<file path="src/rtl/scr_pkg.sv">
package scr_pkg;

  // Geometry of the register space
  localparam int          REG_W      = 32;
  localparam int          OFS_W      = 24;
  localparam int          CNT_W      = 4;
  localparam int          OP_COUNT   = 10;
  localparam int          IMPL_COUNT = 4;
  localparam int          WORD_LSB   = 2;

  // Byte offsets of the two capability words and the space limits
  localparam logic [23:0] SRC_OPS_OFS = 24'h000018;
  localparam logic [23:0] TGT_OPS_OFS = 24'h00001C;
  localparam logic [23:0] CAP_LAST    = 24'h00003C;
  localparam logic [23:0] CSR_LAST    = 24'h0000FC;
  localparam logic [23:0] EXT_LAST    = 24'h00FFFC;
  localparam logic [23:0] WORD_STEP   = 24'h000004;

  // Operation flag positions, numbered with bit 0 as the word's MSB
  localparam int OP_READ    = 0;
  localparam int OP_IREAD   = 1;
  localparam int OP_RFO     = 2;
  localparam int OP_DINV    = 3;
  localparam int OP_CASTOUT = 4;
  localparam int OP_DFLUSH  = 5;
  localparam int OP_IOREAD  = 6;
  localparam int OP_IINV    = 7;
  localparam int OP_TLBIE   = 8;
  localparam int OP_TLBSYNC = 9;

  // Implementation-defined flag positions, same numbering
  localparam int IMPL_POS0 = 14;
  localparam int IMPL_POS1 = 15;
  localparam int IMPL_POS2 = 30;
  localparam int IMPL_POS3 = 31;

  // Reserved bits 10-13 and 16-29, as little-endian indices
  localparam logic [31:0] RSVD_MASK = 32'h003CFFFC;
  localparam logic [31:0] DATA_RST  = 32'h00000000;
  localparam logic [3:0]  ONE_WORD  = 4'h1;

  typedef enum logic [1:0] {SP_CAP, SP_CSR, SP_EXT, SP_IMPL} scr_space_type;
  typedef enum logic [1:0] {RS_DONE, RS_ERROR}               scr_status_type;
  typedef enum logic       {ST_IDLE, ST_READ}                scr_state_type;

  typedef struct packed {
    logic        valid;
    logic        write;
    logic [23:0] offset;
    logic [31:0] wdata;
    logic [3:0]  words;
  } scr_req_type;

  typedef struct packed {
    logic           valid;
    logic           write;
    logic           last;
    scr_status_type status;
    logic [31:0]    data;
  } scr_rsp_type;

  // Big-endian bit number to little-endian vector index
  function automatic int be_pos(input int n);
    return REG_W - 1 - n;
  endfunction

  // Position of the k-th implementation-defined flag
  function automatic int impl_pos(input int k);
    int p;
    p = IMPL_POS3;
    if (k == 0) p = IMPL_POS0;
    else if (k == 1) p = IMPL_POS1;
    else if (k == 2) p = IMPL_POS2;
    return p;
  endfunction

endpackage

</file>
<file path="src/rtl/scr_decode.sv">
`timescale 1ns/100ps
module scr_decode
(
  input  wire logic [23:0]           offset,
  output scr_pkg::scr_space_type     space,
  output logic                       hit_src,
  output logic                       hit_tgt
);

  logic [23:0] word_ofs;

  // Byte lanes are dropped; every register sits on a word boundary
  assign word_ofs = {offset[23:scr_pkg::WORD_LSB], 2'h0};

  // Space classification by offset range
  always_comb
  begin
    if (word_ofs <= scr_pkg::CAP_LAST)
      space = scr_pkg::SP_CAP;
    else if (word_ofs <= scr_pkg::CSR_LAST)
      space = scr_pkg::SP_CSR;
    else if (word_ofs <= scr_pkg::EXT_LAST)
      space = scr_pkg::SP_EXT;
    else
      space = scr_pkg::SP_IMPL;
  end

  // Only two words in the whole map are defined
  assign hit_src = (word_ofs == scr_pkg::SRC_OPS_OFS);
  assign hit_tgt = (word_ofs == scr_pkg::TGT_OPS_OFS);

endmodule

</file>
<file path="src/rtl/scr_capword.sv">
`timescale 1ns/100ps
module scr_capword
#(
  parameter logic [9:0] OPS    = 10'h3FF,
  parameter logic [3:0] IMPL   = 4'h0,
  parameter bit         ENABLE = 1'b1
)
(
  output logic [31:0] word
);

  // Constant word built at elaboration; reserved bits stay zero
  always_comb
  begin
    word = scr_pkg::DATA_RST;
    if (ENABLE)
    begin
      for (int i = 0; i < scr_pkg::OP_COUNT; i++)
        word[scr_pkg::be_pos(i)] = OPS[i];
      for (int k = 0; k < scr_pkg::IMPL_COUNT; k++)
        word[scr_pkg::be_pos(scr_pkg::impl_pos(k))] = IMPL[k];
    end
  end

endmodule

</file>
<file path="src/rtl/scr_top.sv">
`timescale 1ns/100ps
// Behaviour
// - Registers are 32-bit, word-aligned offsets
// - Undefined offsets complete normally, no error
// - Capability space read-only, writes silently dropped
// - Reserved bits read zero, writes ignored
// - Reserved registers read zero, writes ignored
// - Implementation bits return build value, read-only
// - Implementation bit writes elsewhere: our choice
// - Implementation space behaviour is our choice
// - Word-unit reads; optional multi-word bursts
// - Bit 0 is the word's MSB
// - Offset 0x18 reports originated operations
// - Bits 10-13, 16-29 reserved zero
// - Offset 0x1C reports serviced operations
// - Every maintenance read and write answered
// - All other offsets behave as reserved
module scr_top
#(
  parameter logic [9:0] SRC_OPS     = 10'h3FF,
  parameter logic [9:0] TGT_OPS     = 10'h3FF,
  parameter logic [3:0] SRC_IMPL    = 4'h0,
  parameter logic [3:0] TGT_IMPL    = 4'h0,
  parameter bit         IS_ENDPOINT = 1'b1,
  parameter logic [3:0] MAX_WORDS   = 4'h8
)
(
  input  wire logic                  CLOCK,
  input  wire logic                  NRST,
  input  wire scr_pkg::scr_req_type  REQ,
  output logic                       REQ_READY,
  output scr_pkg::scr_rsp_type       RSP
);

  scr_pkg::scr_state_type state_ff;
  scr_pkg::scr_space_type space;
  scr_pkg::scr_rsp_type   rsp_ff;
  logic                   ready_ff;
  logic [23:0]            ptr_ff;
  logic [3:0]             cnt_ff;
  logic [23:0]            cur_ofs;
  logic                   hit_src;
  logic                   hit_tgt;
  logic [31:0]            src_word;
  logic [31:0]            tgt_word;
  logic [31:0]            nxt_data;
  logic [3:0]             req_words;
  logic                   accept;
  logic                   acc_rd;
  logic                   acc_wr;

  // Zero-length requests count as one word; long ones are clipped
  function automatic logic [3:0] clamp_words(input logic [3:0] w);
    logic [3:0] r;
    r = w;
    if (w == 4'h0)
      r = scr_pkg::ONE_WORD;
    else if (w > MAX_WORDS)
      r = MAX_WORDS;
    return r;
  endfunction

  // Request handshake terms
  assign req_words = clamp_words(REQ.words);
  assign accept    = REQ.valid && ready_ff && (state_ff == scr_pkg::ST_IDLE);
  assign acc_rd    = accept && !REQ.write;
  assign acc_wr    = accept && REQ.write;

  // One decoder serves both the first word and the burst pointer
  assign cur_ofs = (state_ff == scr_pkg::ST_READ) ? ptr_ff : REQ.offset;

  scr_decode u_decode
  (
    .offset  (cur_ofs),
    .space   (space),
    .hit_src (hit_src),
    .hit_tgt (hit_tgt)
  );

  scr_capword
  #(
    .OPS    (SRC_OPS),
    .IMPL   (SRC_IMPL),
    .ENABLE (1'b1)
  )
  u_src_word
  (
    .word (src_word)
  );

  // Switches have no target word; it then reads as a reserved one
  scr_capword
  #(
    .OPS    (TGT_OPS),
    .IMPL   (TGT_IMPL),
    .ENABLE (IS_ENDPOINT)
  )
  u_tgt_word
  (
    .word (tgt_word)
  );

  // Read data mux; everything outside the two words reads zero
  always_comb
  begin
    nxt_data = scr_pkg::DATA_RST;
    unique case (space)
      scr_pkg::SP_CAP:
      begin
        if (hit_src)
          nxt_data = src_word;
        else if (hit_tgt)
          nxt_data = tgt_word;
        else
          nxt_data = scr_pkg::DATA_RST;
      end
      scr_pkg::SP_CSR:
        nxt_data = scr_pkg::DATA_RST;
      scr_pkg::SP_EXT:
        nxt_data = scr_pkg::DATA_RST;
      scr_pkg::SP_IMPL:
        nxt_data = scr_pkg::DATA_RST;
    endcase
  end

  // Burst sequencer; writes never leave idle, so they store nothing
  always_ff @(posedge CLOCK)
  begin
    if (!NRST)
    begin
      state_ff <= scr_pkg::ST_IDLE;
      ptr_ff   <= 24'h000000;
      cnt_ff   <= 4'h0;
    end
    else
    begin
      unique case (state_ff)
        scr_pkg::ST_IDLE:
        begin
          if (acc_rd && (req_words > scr_pkg::ONE_WORD))
          begin
            state_ff <= scr_pkg::ST_READ;
            ptr_ff   <= REQ.offset + scr_pkg::WORD_STEP;
            cnt_ff   <= req_words - scr_pkg::ONE_WORD;
          end
        end
        scr_pkg::ST_READ:
        begin
          ptr_ff <= ptr_ff + scr_pkg::WORD_STEP;
          cnt_ff <= cnt_ff - scr_pkg::ONE_WORD;
          if (cnt_ff == scr_pkg::ONE_WORD)
            state_ff <= scr_pkg::ST_IDLE;
        end
      endcase
    end
  end

  // Ready drops during a burst and returns with its last word
  always_ff @(posedge CLOCK)
  begin
    if (!NRST)
      ready_ff <= 1'b0;
    else if (state_ff == scr_pkg::ST_IDLE)
      ready_ff <= !(acc_rd && (req_words > scr_pkg::ONE_WORD));
    else
      ready_ff <= (cnt_ff == scr_pkg::ONE_WORD);
  end

  // Response register; status is always done, never an error
  always_ff @(posedge CLOCK)
  begin
    if (!NRST)
    begin
      rsp_ff.valid  <= 1'b0;
      rsp_ff.write  <= 1'b0;
      rsp_ff.last   <= 1'b0;
      rsp_ff.status <= scr_pkg::RS_DONE;
      rsp_ff.data   <= scr_pkg::DATA_RST;
    end
    else
    begin
      rsp_ff.valid  <= accept || (state_ff == scr_pkg::ST_READ);
      rsp_ff.write  <= acc_wr;
      rsp_ff.last   <= acc_wr
                       || (acc_rd && (req_words == scr_pkg::ONE_WORD))
                       || ((state_ff == scr_pkg::ST_READ) && (cnt_ff == scr_pkg::ONE_WORD));
      rsp_ff.status <= scr_pkg::RS_DONE;
      // Write data is dropped everywhere, including CSR and impl bits
      if (acc_rd || (state_ff == scr_pkg::ST_READ))
        rsp_ff.data <= nxt_data;
      else
        rsp_ff.data <= scr_pkg::DATA_RST;
    end
  end

  assign REQ_READY = ready_ff;
  assign RSP       = rsp_ff;
endmodule

</file>
<file path="config.mk">
export PLATFORM = sky130hd
export DESIGN_NAME = scr_top
export DESIGN_NICKNAME = d
export VERILOG_FILES = /design/src/rtl/scr_pkg.sv /design/src/rtl/scr_decode.sv /design/src/rtl/scr_capword.sv /design/src/rtl/scr_top.sv
export SDC_FILE = /design/constraint.sdc
export NUM_CORES = 1
export LEC_CHECK = 0
export ABC_CLOCK_PERIOD_IN_PS = 6300
export BUFFER_PORTS_ARGS = -buffer_cell sky130_fd_sc_hd__buf_2
export CAP_MARGIN = 20
export CORE_MARGIN = 2
export CORE_UTILIZATION = 45
export DETAILED_ROUTE_END_ITERATION = 6
export PLACE_DENSITY = 0.75
export SLEW_MARGIN = 20
export SYNTH_ARGS = -nofsm -noshare
export SYNTH_HDL_FRONTEND = slang
export SYNTH_SLANG_ARGS = --single-unit
</file>
<file path="constraint.sdc">
create_clock -name CLOCK -period 6.3 [get_ports CLOCK]
set_input_delay 1.575 -clock CLOCK [delete_from_list [all_inputs] [get_ports CLOCK]]
set_output_delay 1.575 -clock CLOCK [all_outputs]
set_load 0.01 [all_outputs]
</file>
==> impl_metrics.ini, run 1 <==
[clock_network]
cts_buffers = 5
clkLatencyLatePin_ns = 0.31
cts_sinks = 32
cts_tree = yes
clk_path_buf_depth = 2
path_clk_slew_ns = 0.07
cts_root_buf = clkbuf_8
cts_setup_buffers = 0
cts_max_level = 2
ctsResizeCount = 0
cts_hold_buf = 0

[yosys]
ys_ff_latch = 32
synth_compound_area_share_pct = 21.1
synth_xor_xnor_area_share_pct = 1.21
yosys.area_share.adder_pct = 2.60
ys.flop_type = dfxtp_1
avgSynthCellArea_sq_um = 7.62
async_flop_share_pct = 0
synth_top_family_by_area = simple AND/OR/NAND/NOR gates
yosys_warnings = 0
synthDistinctLibCells = 70
syn_area_sq_um = 2890
synth_edf_count = 0
ys_seq_area_share_pct = 22.2
netlist_instances = 379
synthTopCellsByArea = dfxtp_1 22%, buf_4 8.8%, nand2_1 5.3%, nand3_1 5.2%, o21ai_0 3.8%
synthMuxAreaShare_pct = 7.02
yosysTopAreaCell = dfxtp_1
yosysTopAreaCellShare_pct = 22.2
synthSimpleGateAreaFrac_pct = 31.2

[timing]
slew_headroom_pct = 36.7
period_share_pct = 63.3
post-route-min-period_ns = 3.99
hold_violations = 0
tightest_slew_ns = 0.947
rsz0062_at_grt = no
hold_slack_ns = 0.484
clock_skew_ns = 0.0153
fin_ws_ns = 2.31
fin_tns_setup_ns = 0
setup_violations = 0
maxSlewViolCount = 0
max_freq_mhz = 251

[drt]
initialDrtViolationCount = 431
wire_per_inst_um = 16.8
vias = 3034
firstDrtPassIters = 5
finalWirelength_um = 8080
drtAntennaViolNets = 0
drc = 0
avgViaCountPerCell = 6.31

[outcome]
outcome = finished clean

[die]
io_pins = 102
die_x_um = 84.1
die-area_sq_um = 7070
fp.dieH_um = 84.1
core-area_sq_um = 6280
initial_core_util_pct = 46.0
fp-row-count = 29

[critical_path]
path_cells = buf_2 > nor2_1 > o21bai_1 > inv_1 > ha_1 > nor3b_1 > nor2_1 > nor2_2 > a22oi_1 > a31oi_1
worstPathArrival_ns = 4.19
critPathMostFrequentCell = nor2_1
start_kind = primary input
crit_fanout = 10
slowest_delay_ns = 0.77
worstSetupPathType = in -> reg
cp.required_ns = 6.50
crit_buf_inv = 2
end_kind = flop
cpMaxStageDelayCell = nor3b_1
path_delay_family = simple AND/OR/NAND/NOR gates

[finish]
final_nets = 473
syn2layout_area_growth_pct = 5.68
mostFrequentLayoutCells = 43 x buf_2, 41 x nand2_1, 31 x dfxtp_1, 30 x nand3_1, 24 x conb_1
layout-drive-gt1-share_pct = 20.0
mostFrequentLayoutCell = buf_2
fill_cells = 652
antenna_cells = 0

[worst_hold_path]
hold_class = reg -> reg

[global_routing]
grt_pass1_wl_um = 12900
grt_pass1_vias = 2654
grt_max_degree = 43
grt.total_usage_pct = 22.5
overflow = 0
antenna_found_initial = 0

[place]
dpl.hpwl_um = 5590
gp_congestion = 0.973
post-place-ws_ns = 2.09
port-buffer-count = 43

[run]
maxCapViolations = 0

[pwr]
p_leak_uw = 0.00116
worst_ir_drop_vdd_uv = 98.5
p_per_area_nw_per_um2 = 187
## flip-flops by register name, indices dropped and copies added (netlist names)
name	count
RSP	4
REQ_READY	1
state_ff	1
cnt_ff	4
ptr_ff	22
## final timing paths
| path | cells after the start | startpoint | slack, ns | endpoint |
|---|---|---|---|---|
| max | 10 | REQ[2] | 2.31 | ptr_ff[15] |
| min | 2 | cnt_ff[3] | 0.48 | cnt_ff[3] |
| max reg2reg | 7 | state_ff | 3.10 | ptr_ff[22] |
| min reg2reg | 2 | cnt_ff[3] | 0.48 | cnt_ff[3] |
## worst reg2reg max path: cells and delay by family, from the launching register on
family,cells,cell delay [ns]
flops,1,0.84
simple gates,3,0.97
buf+inv,1,0.47
mux,1,0.26
compound gates,1,0.33
fa+ha+maj,1,0.27
## stage by stage
step | instances | total power (uW) | util [%] | cell area [sq um]
2_1_floorplan | 402 | 321 | - | 2970
3_3_place_gp | 473 | 342 | 46.6 | 2920
3_5_place_dp | 473 | 346 | 46.6 | 2920
4_1_cts | 481 | 569 | 48.6 | 3050
5_1_grt | 481 | 596 | 48.6 | 3050
6_report | 481 | 572 | 48.6 | 3050
## where the power goes
group / total [uW] / internal (uW) / leakage [uW] / switching [uW]
clock network: 227 / 140 / 0.0000645 / 87.1
logic: 116 / 43.4 / 0.000832 / 72.1
registers: 229 / 213 / 0.000261 / 16.3
## layer usage
layer / track usage, % / vias to the layer above / part of all wire, %
li1: - / 1406 / -
met1: 30.2 / 1419 / 43
met2: 34.7 / 181 / 44
met3: 4.55 / 28 / 11
met4: 9.53 / 0 / 2.3
met5: 0 / - / 0
## final cells by class
cell class / instances / area, sq um / area share, %
tap: 77 / 96.3 / 3.16
inverter: 12 / 45.0 / 1.48
sequential: 32 / 642 / 21.0
multi-input combinational: 307 / 1910 / 62.6
clock buffer: 7 / 96.3 / 3.16
timing repair buffer: 45 / 230 / 7.55
clock inverter: 1 / 30.0 / 0.984
## synth_stat cells (9+ instances only)
| cell | count |
|---|---|
| nand2_1 | 41 |
| dfxtp_1 | 32 |
| a31oi_1 | 11 |
| buf_4 | 34 |
| mux2_2 | 9 |
| o21ai_0 | 22 |
| nand4_1 | 10 |
| mux2i_1 | 9 |
| nor2_1 | 22 |
| inv_1 | 12 |
| nand3b_1 | 10 |
| nand3_1 | 30 |
| a21oi_1 | 17 |
## cell families after synthesis
kind of cell,count (synthesis)
simple gates,162
compound gates,92
buf+inv,63
flops,32
mux,19
fa+ha+maj,6
xor+xnor,4
other cells,1
(Power assumes the default switching activity.)
==> run 2: changes to the inputs <==
--- a/config.mk
+++ b/config.mk
@@ -5,13 +5,14 @@
 export SDC_FILE = /design/constraint.sdc
 export NUM_CORES = 1
 export LEC_CHECK = 0
-export ABC_CLOCK_PERIOD_IN_PS = 6300
+export ABC_AREA = 1
+export ABC_CLOCK_PERIOD_IN_PS = 4200
 export BUFFER_PORTS_ARGS = -buffer_cell sky130_fd_sc_hd__buf_2
 export CAP_MARGIN = 20
 export CORE_MARGIN = 2
 export CORE_UTILIZATION = 45
 export DETAILED_ROUTE_END_ITERATION = 6
-export PLACE_DENSITY = 0.75
+export PLACE_DENSITY = 0.77
 export SLEW_MARGIN = 20
 export SYNTH_ARGS = -nofsm -noshare
 export SYNTH_HDL_FRONTEND = slang
==> constraint.sdc (replaced) <==
create_clock -name CLOCK -period 4.2 [get_ports CLOCK]
set_input_delay 1.05 -clock CLOCK [delete_from_list [all_inputs] [get_ports CLOCK]]
set_output_delay 1.05 -clock CLOCK [all_outputs]
set_load 0.01 [all_outputs]
==> impl_metrics.ini, run 2 <==
[clock_network]
cts_sinks = 32
cts_buffers = 5
cts_root_buf = clkbuf_8
path_clk_slew_ns = 0.08
ctsResizeCount = 0
cts_tree = yes
cts_max_level = 2
clkLatencyLatePin_ns = 0.29
clk_path_buf_depth = 2
cts_setup_buffers = 0
cts_hold_buf = 0

[pwr]
worst_ir_drop_vdd_uv = 145
p_per_area_nw_per_um2 = 293
p_leak_uw = 0.00135

[drt]
vias = 2416
drc = 0
finalWirelength_um = 5580
initialDrtViolationCount = 159
drtAntennaViolNets = 0
avgViaCountPerCell = 4.77
wire_per_inst_um = 11.0
firstDrtPassIters = 4

[worst_hold_path]
hp-start = REQ_READY
worst_hold_path.endpoint = RSP[36]
holdPathStages = 2
hold_class = reg -> reg

[yosys]
synth_most_common_cell = nand2_1
synthDistinctLibCells = 33
ys_seq_area_share_pct = 25.0
yosys_warnings = 0
synthTopCellsByArea = dfxtp_1 25%, nand2_1 13%, buf_4 9.7%, o21ai_0 7.0%, nand3_1 6.8%
avgSynthCellArea_sq_um = 6.31
synth_edf_count = 0
async_flop_share_pct = 0
yosysTopAreaCell = dfxtp_1
ys.flop_type = dfxtp_1
netlist_instances = 406
syn_area_sq_um = 2560
yosysTopAreaCellShare_pct = 25.0
ys_ff_latch = 32
synth_commonest_cells = 91 x nand2_1, 46 x inv_1, 38 x nor2_1, 36 x o21ai_0, 35 x nand3_1

[finish]
fill_cells = 583
antenna_cells = 0
layout-drive-gt1-share_pct = 20.3
mostFrequentLayoutCell = nand2_1
mostFrequentLayoutCells = 91 x nand2_1, 46 x inv_1, 43 x buf_2, 38 x nor2_1, 36 x o21ai_0
final_nets = 503
multi_input_area_sq_um = 1460
largest_reg_flops = 22
regMostFlops = ptr_ff
regArea_sq_um = 641
syn2layout_area_growth_pct = 5.57

[place]
gp_congestion = 0.881
dpl.hpwl_um = 4150
port-buffer-count = 43
post-place-ws_ns = 1.15

[critical_path]
r2r_cells = 10
reg2reg_slack_ns = 1.86
worstSetupPathType = in -> reg
crit_buf_inv = 5
crit_fanout = 47
cp.required_ns = 4.39
cpMaxStageDelayCell = buf_4
start_kind = primary input
path_delay_family = buffers and inverters
reg2reg_to = ptr_ff[18]
worstPathArrival_ns = 2.91
slowest_delay_ns = 0.38
path_cells = buf_2 > nor2_1 > o21ai_0 > inv_1 > ha_1 > nand2_1 > nor2_1 > inv_1 > nand2_1 > nand2_1 > buf_4 > inv_1 > a211oi_1 > nor2_1
end_kind = flop
reg2reg_from = state_ff

[timing]
maxSlewViolCount = 0
hold_violations = 0
slew_headroom_pct = 61.2
hold_slack_ns = 0.501
rsz0062_at_grt = no
clock_skew_ns = 0.00625
tightest_slew_ns = 0.581
post-route-min-period_ns = 2.72
max_freq_mhz = 368
fin_tns_setup_ns = 0
fin_ws_ns = 1.48
setup_violations = 0
period_share_pct = 64.8

[global_routing]
grt_pass1_wl_um = 9650
antenna_found_initial = 0
grt.total_usage_pct = 19.2
grt_max_degree = 48
grt_pass1_vias = 2210
overflow = 0

[die]
die_x_um = 79.4
initial_core_util_pct = 46.5
fp-row-count = 27
io_pins = 102
fp.dieH_um = 79.4
core-area_sq_um = 5510
die-area_sq_um = 6310

[run]
maxCapViolations = 0

[outcome]
outcome = finished clean
[run 2: metrics by stage]
stage / instance area, sq um / cells / util [%] / total power, uW
floorplan: 2650 / 429 / - / 524
global placement: 2610 / 498 / 47.4 / 542
detailed placement: 2610 / 498 / 47.4 / 549
CTS: 2700 / 506 / 49.1 / 803
global route: 2700 / 506 / 49.1 / 848
finish: 2700 / 506 / 49.1 / 793
[run 2: worst reg2reg max path, stage by stage (launching register included)]
cell and delay (ns):
dfxtp_1 0.70, o21ai_1 0.27, inv_1 0.13, ha_1 0.22, nand2_1 0.10, nor2_1 0.20, nand3_1 0.19, o21ai_0 0.19
nand3_1 0.12, nand2_1 0.09, inv_1 0.04
[run 2: kinds of logic after synthesis]
group / synth area share, %
flops: 25.0
compound gates: 12.7
fa+ha+maj: 2.93
other cells: 0.146
xor+xnor: 2.05
simple gates: 35.9
buf+inv: 21.2
[run 2: final cells by class]
class	count	share of cell area (%)
flip-flops and latches	32	23.7
well taps	72	3.33
clock buffers	5	2.55
multi-input cells	300	54.1
inverters	49	6.90
repair buffers	45	8.52
clock inverters	3	0.880
[run 2: routing by layer]
layer  GRT usage [%]  up-vias  routed length, um
li1                -     1272                  -
met1            24.1     1063               2640
met2            32.4       72               2570
met3            3.17        9                267
met4            8.10        0                106
met5               0        -                  0
[run 2: worst max path at each step]
stage,start,cells past startpoint,slack (ns),to
2_1_floorplan,REQ[2],14,1.75,ptr_ff[15]
3_3_place_gp,REQ[2],14,1.26,cnt_ff[1]
3_5_place_dp,REQ[2],14,1.15,cnt_ff[1]
4_1_cts,REQ[2],14,1.47,cnt_ff[1]
5_1_grt,REQ[2],14,1.22,cnt_ff[1]
6_report,REQ[2],14,1.48,cnt_ff[1]
[run 2: power by group]
group | switching (uW) | leakage (uW) | total [uW] | internal [uW]
Combinational | 128 | 0.00105 | 198 | 69.7
Sequential | 15.1 | 0.000262 | 345 | 330
Clock | 133 | 0.0000404 | 250 | 117
Total | 276 | 0.00135 | 793 | 517
==> run 3: changes to the inputs <==
--- a/config.mk
+++ b/config.mk
@@ -5,14 +5,14 @@
 export SDC_FILE = /design/constraint.sdc
 export NUM_CORES = 1
 export LEC_CHECK = 0
-export ABC_AREA = 1
-export ABC_CLOCK_PERIOD_IN_PS = 4200
+export ABC_AREA = 0
+export ABC_CLOCK_PERIOD_IN_PS = 2470
 export BUFFER_PORTS_ARGS = -buffer_cell sky130_fd_sc_hd__buf_2
 export CAP_MARGIN = 20
 export CORE_MARGIN = 2
 export CORE_UTILIZATION = 45
 export DETAILED_ROUTE_END_ITERATION = 6
-export PLACE_DENSITY = 0.77
+export PLACE_DENSITY = 0.78
 export SLEW_MARGIN = 20
 export SYNTH_ARGS = -nofsm -noshare
 export SYNTH_HDL_FRONTEND = slang
==> constraint.sdc (replaced) <==
create_clock -name CLOCK -period 2.47 [get_ports CLOCK]
set_input_delay 0.6175 -clock CLOCK [delete_from_list [all_inputs] [get_ports CLOCK]]
set_output_delay 0.6175 -clock CLOCK [all_outputs]
set_load 0.01 [all_outputs]
==> impl_metrics.ini, run 3 (synthesized netlist as in run 1, its figures left out) <==
[finish]
mostFrequentLayoutCell = buf_2
largest_reg_flops = 22
regMostFlops = ptr_ff
final_design_area_no_fill_sq_um = 3300
fill_cells = 640
mostFrequentLayoutCells = 43 x buf_2, 41 x nand2_1, 31 x dfxtp_1, 31 x buf_4, 29 x nand3_1
finalCoreUtilization_pct = 52.5
final_nets = 503
final_cell_count_no_fill = 511
antenna_cells = 0
syn2layout_area_growth_pct = 14.3
layout-drive-gt1-share_pct = 26.0

[global_routing]
met2_usage_pct = 38.5
grt_pass1_wl_um = 14000
grt_pass1_vias = 2897
antenna_found_initial = 0
overflow = 0
use_met1_pct = 32.1
top_usage_layer = met2
grt.total_usage_pct = 24.4
grt_use_met3_pct = 4.95
grt_max_degree = 48

[critical_path]
cp.required_ns = 2.64
start_kind = primary input
end_kind = flop
critPathMostFrequentCell = nor2_1
reg2reg_slack_ns = 0.26
worstPathArrival_ns = 2.44
slowest_delay_ns = 0.51
crit_fanout = 4
cp.depth = 11
reg2reg_to = ptr_ff[22]
worstSetupPathType = in -> reg
cpMaxStageDelayCell = or3b_2
endpoint = ptr_ff[18]
path_delay_family = simple AND/OR/NAND/NOR gates
cp-startpoint = REQ[2]
path_cells = buf_2 > nor2_1 > o21bai_1 > inv_1 > ha_1 > or3b_2 > nand2_2 > buf_4 > nor2_1 > o311ai_0 > mux2i_1
reg2reg_from = state_ff
crit_buf_inv = 3
r2r_cells = 6

[timing]
hold_slack_ns = 0.478
max_freq_mhz = 440
post-route-min-period_ns = 2.27
setup_violations = 0
maxSlewViolCount = 0
clock_skew_ns = 0.0120
hold_violations = 0
rsz0062_at_grt = no
period_share_pct = 92.0

[place]
placedInstanceArea_sq_um = 3190
gp_congestion = 1.03
port-buffer-count = 43
place_inst = 503
dpl.hpwl_um = 6440

[clock_network]
clkLatencyLatePin_ns = 0.30
cts_root_buf = clkbuf_8
cts_buffers = 5
clk_path_buf_depth = 2
cts_hold_buf = 0
cts_tree = yes
cts_max_level = 2
cts_sinks = 32
ctsResizeCount = 0
cts_setup_buffers = 0
path_clk_slew_ns = 0.08

[die]
core-area_sq_um = 6280
fp-row-count = 29
initial_core_util_pct = 46.0
fp.dieH_um = 84.1
io_pins = 102
die_x_um = 84.1
die-area_sq_um = 7070

[pwr]
p_per_area_nw_per_um2 = 440
worst_ir_drop_vdd_uv = 222
p_leak_uw = 0.00131

[drt]
finalWirelength_um = 8600
initialDrtViolationCount = 403
drc = 0
drtAntennaViolNets = 0
vias = 3183
avgViaCountPerCell = 6.23
wire_per_inst_um = 16.8
firstDrtPassIters = 5

[run]
maxCapViolations = 0

[worst_hold_path]
hold_class = reg -> reg

[outcome]
outcome = finished clean
-- run 3: worst reg2reg max path: stages, from the launching register on --
cell,delay [ns]
dfxtp_2,0.61
buf_4,0.29
inv_1,0.07
o21ai_1,0.33
nand3_2,0.19
or4_1,0.54
nand3_1,0.10
-- run 3: final cells by class --
type,count,area (sq um),area share [%]
timing repair buffer,75,468,14.2
inverter,12,45.0,1.37
sequential,32,642,19.5
multi-input combinational,307,1940,58.7
clock buffer,5,68.8,2.09
tap,77,96.3,2.92
clock inverter,3,42.5,1.29
-- run 3: how the worst min path moves through the flow --
stage | startpoint | to | slack, ns | cells after the start
2_1_floorplan | cnt_ff[3] | cnt_ff[3] | 0.45 | 2
3_3_place_gp | cnt_ff[3] | cnt_ff[3] | 0.46 | 2
3_5_place_dp | cnt_ff[3] | cnt_ff[3] | 0.47 | 2
4_1_cts | cnt_ff[3] | cnt_ff[3] | 0.48 | 2
5_1_grt | cnt_ff[3] | cnt_ff[3] | 0.50 | 2
6_report | cnt_ff[3] | cnt_ff[3] | 0.48 | 2
-- run 3: per-layer routing --
layer,vias up,wire length (um)
met2,199,3910
met3,31,742
met1,1493,3680
li1,1460,-
met5,-,0
met4,0,274
-- run 3: power breakdown --
group          internal [uW]  switching, uW  total (uW)
Sequential               543           37.9         581
Clock                    299            230         529
Combinational            141            200         341
-- run 3: through the flow --
step / power (uW) / setup WS (ns) / setup TNS, ns
after floorplan: 823 / 0.0140 / 0
after global placement: 912 / -0.00155 / -0.00155
after detailed placement: 923 / -0.0864 / -0.298
after CTS: 1450 / 0.208 / 0
after global routing: 1520 / 0.0452 / 0
final: 1450 / 0.197 / 0
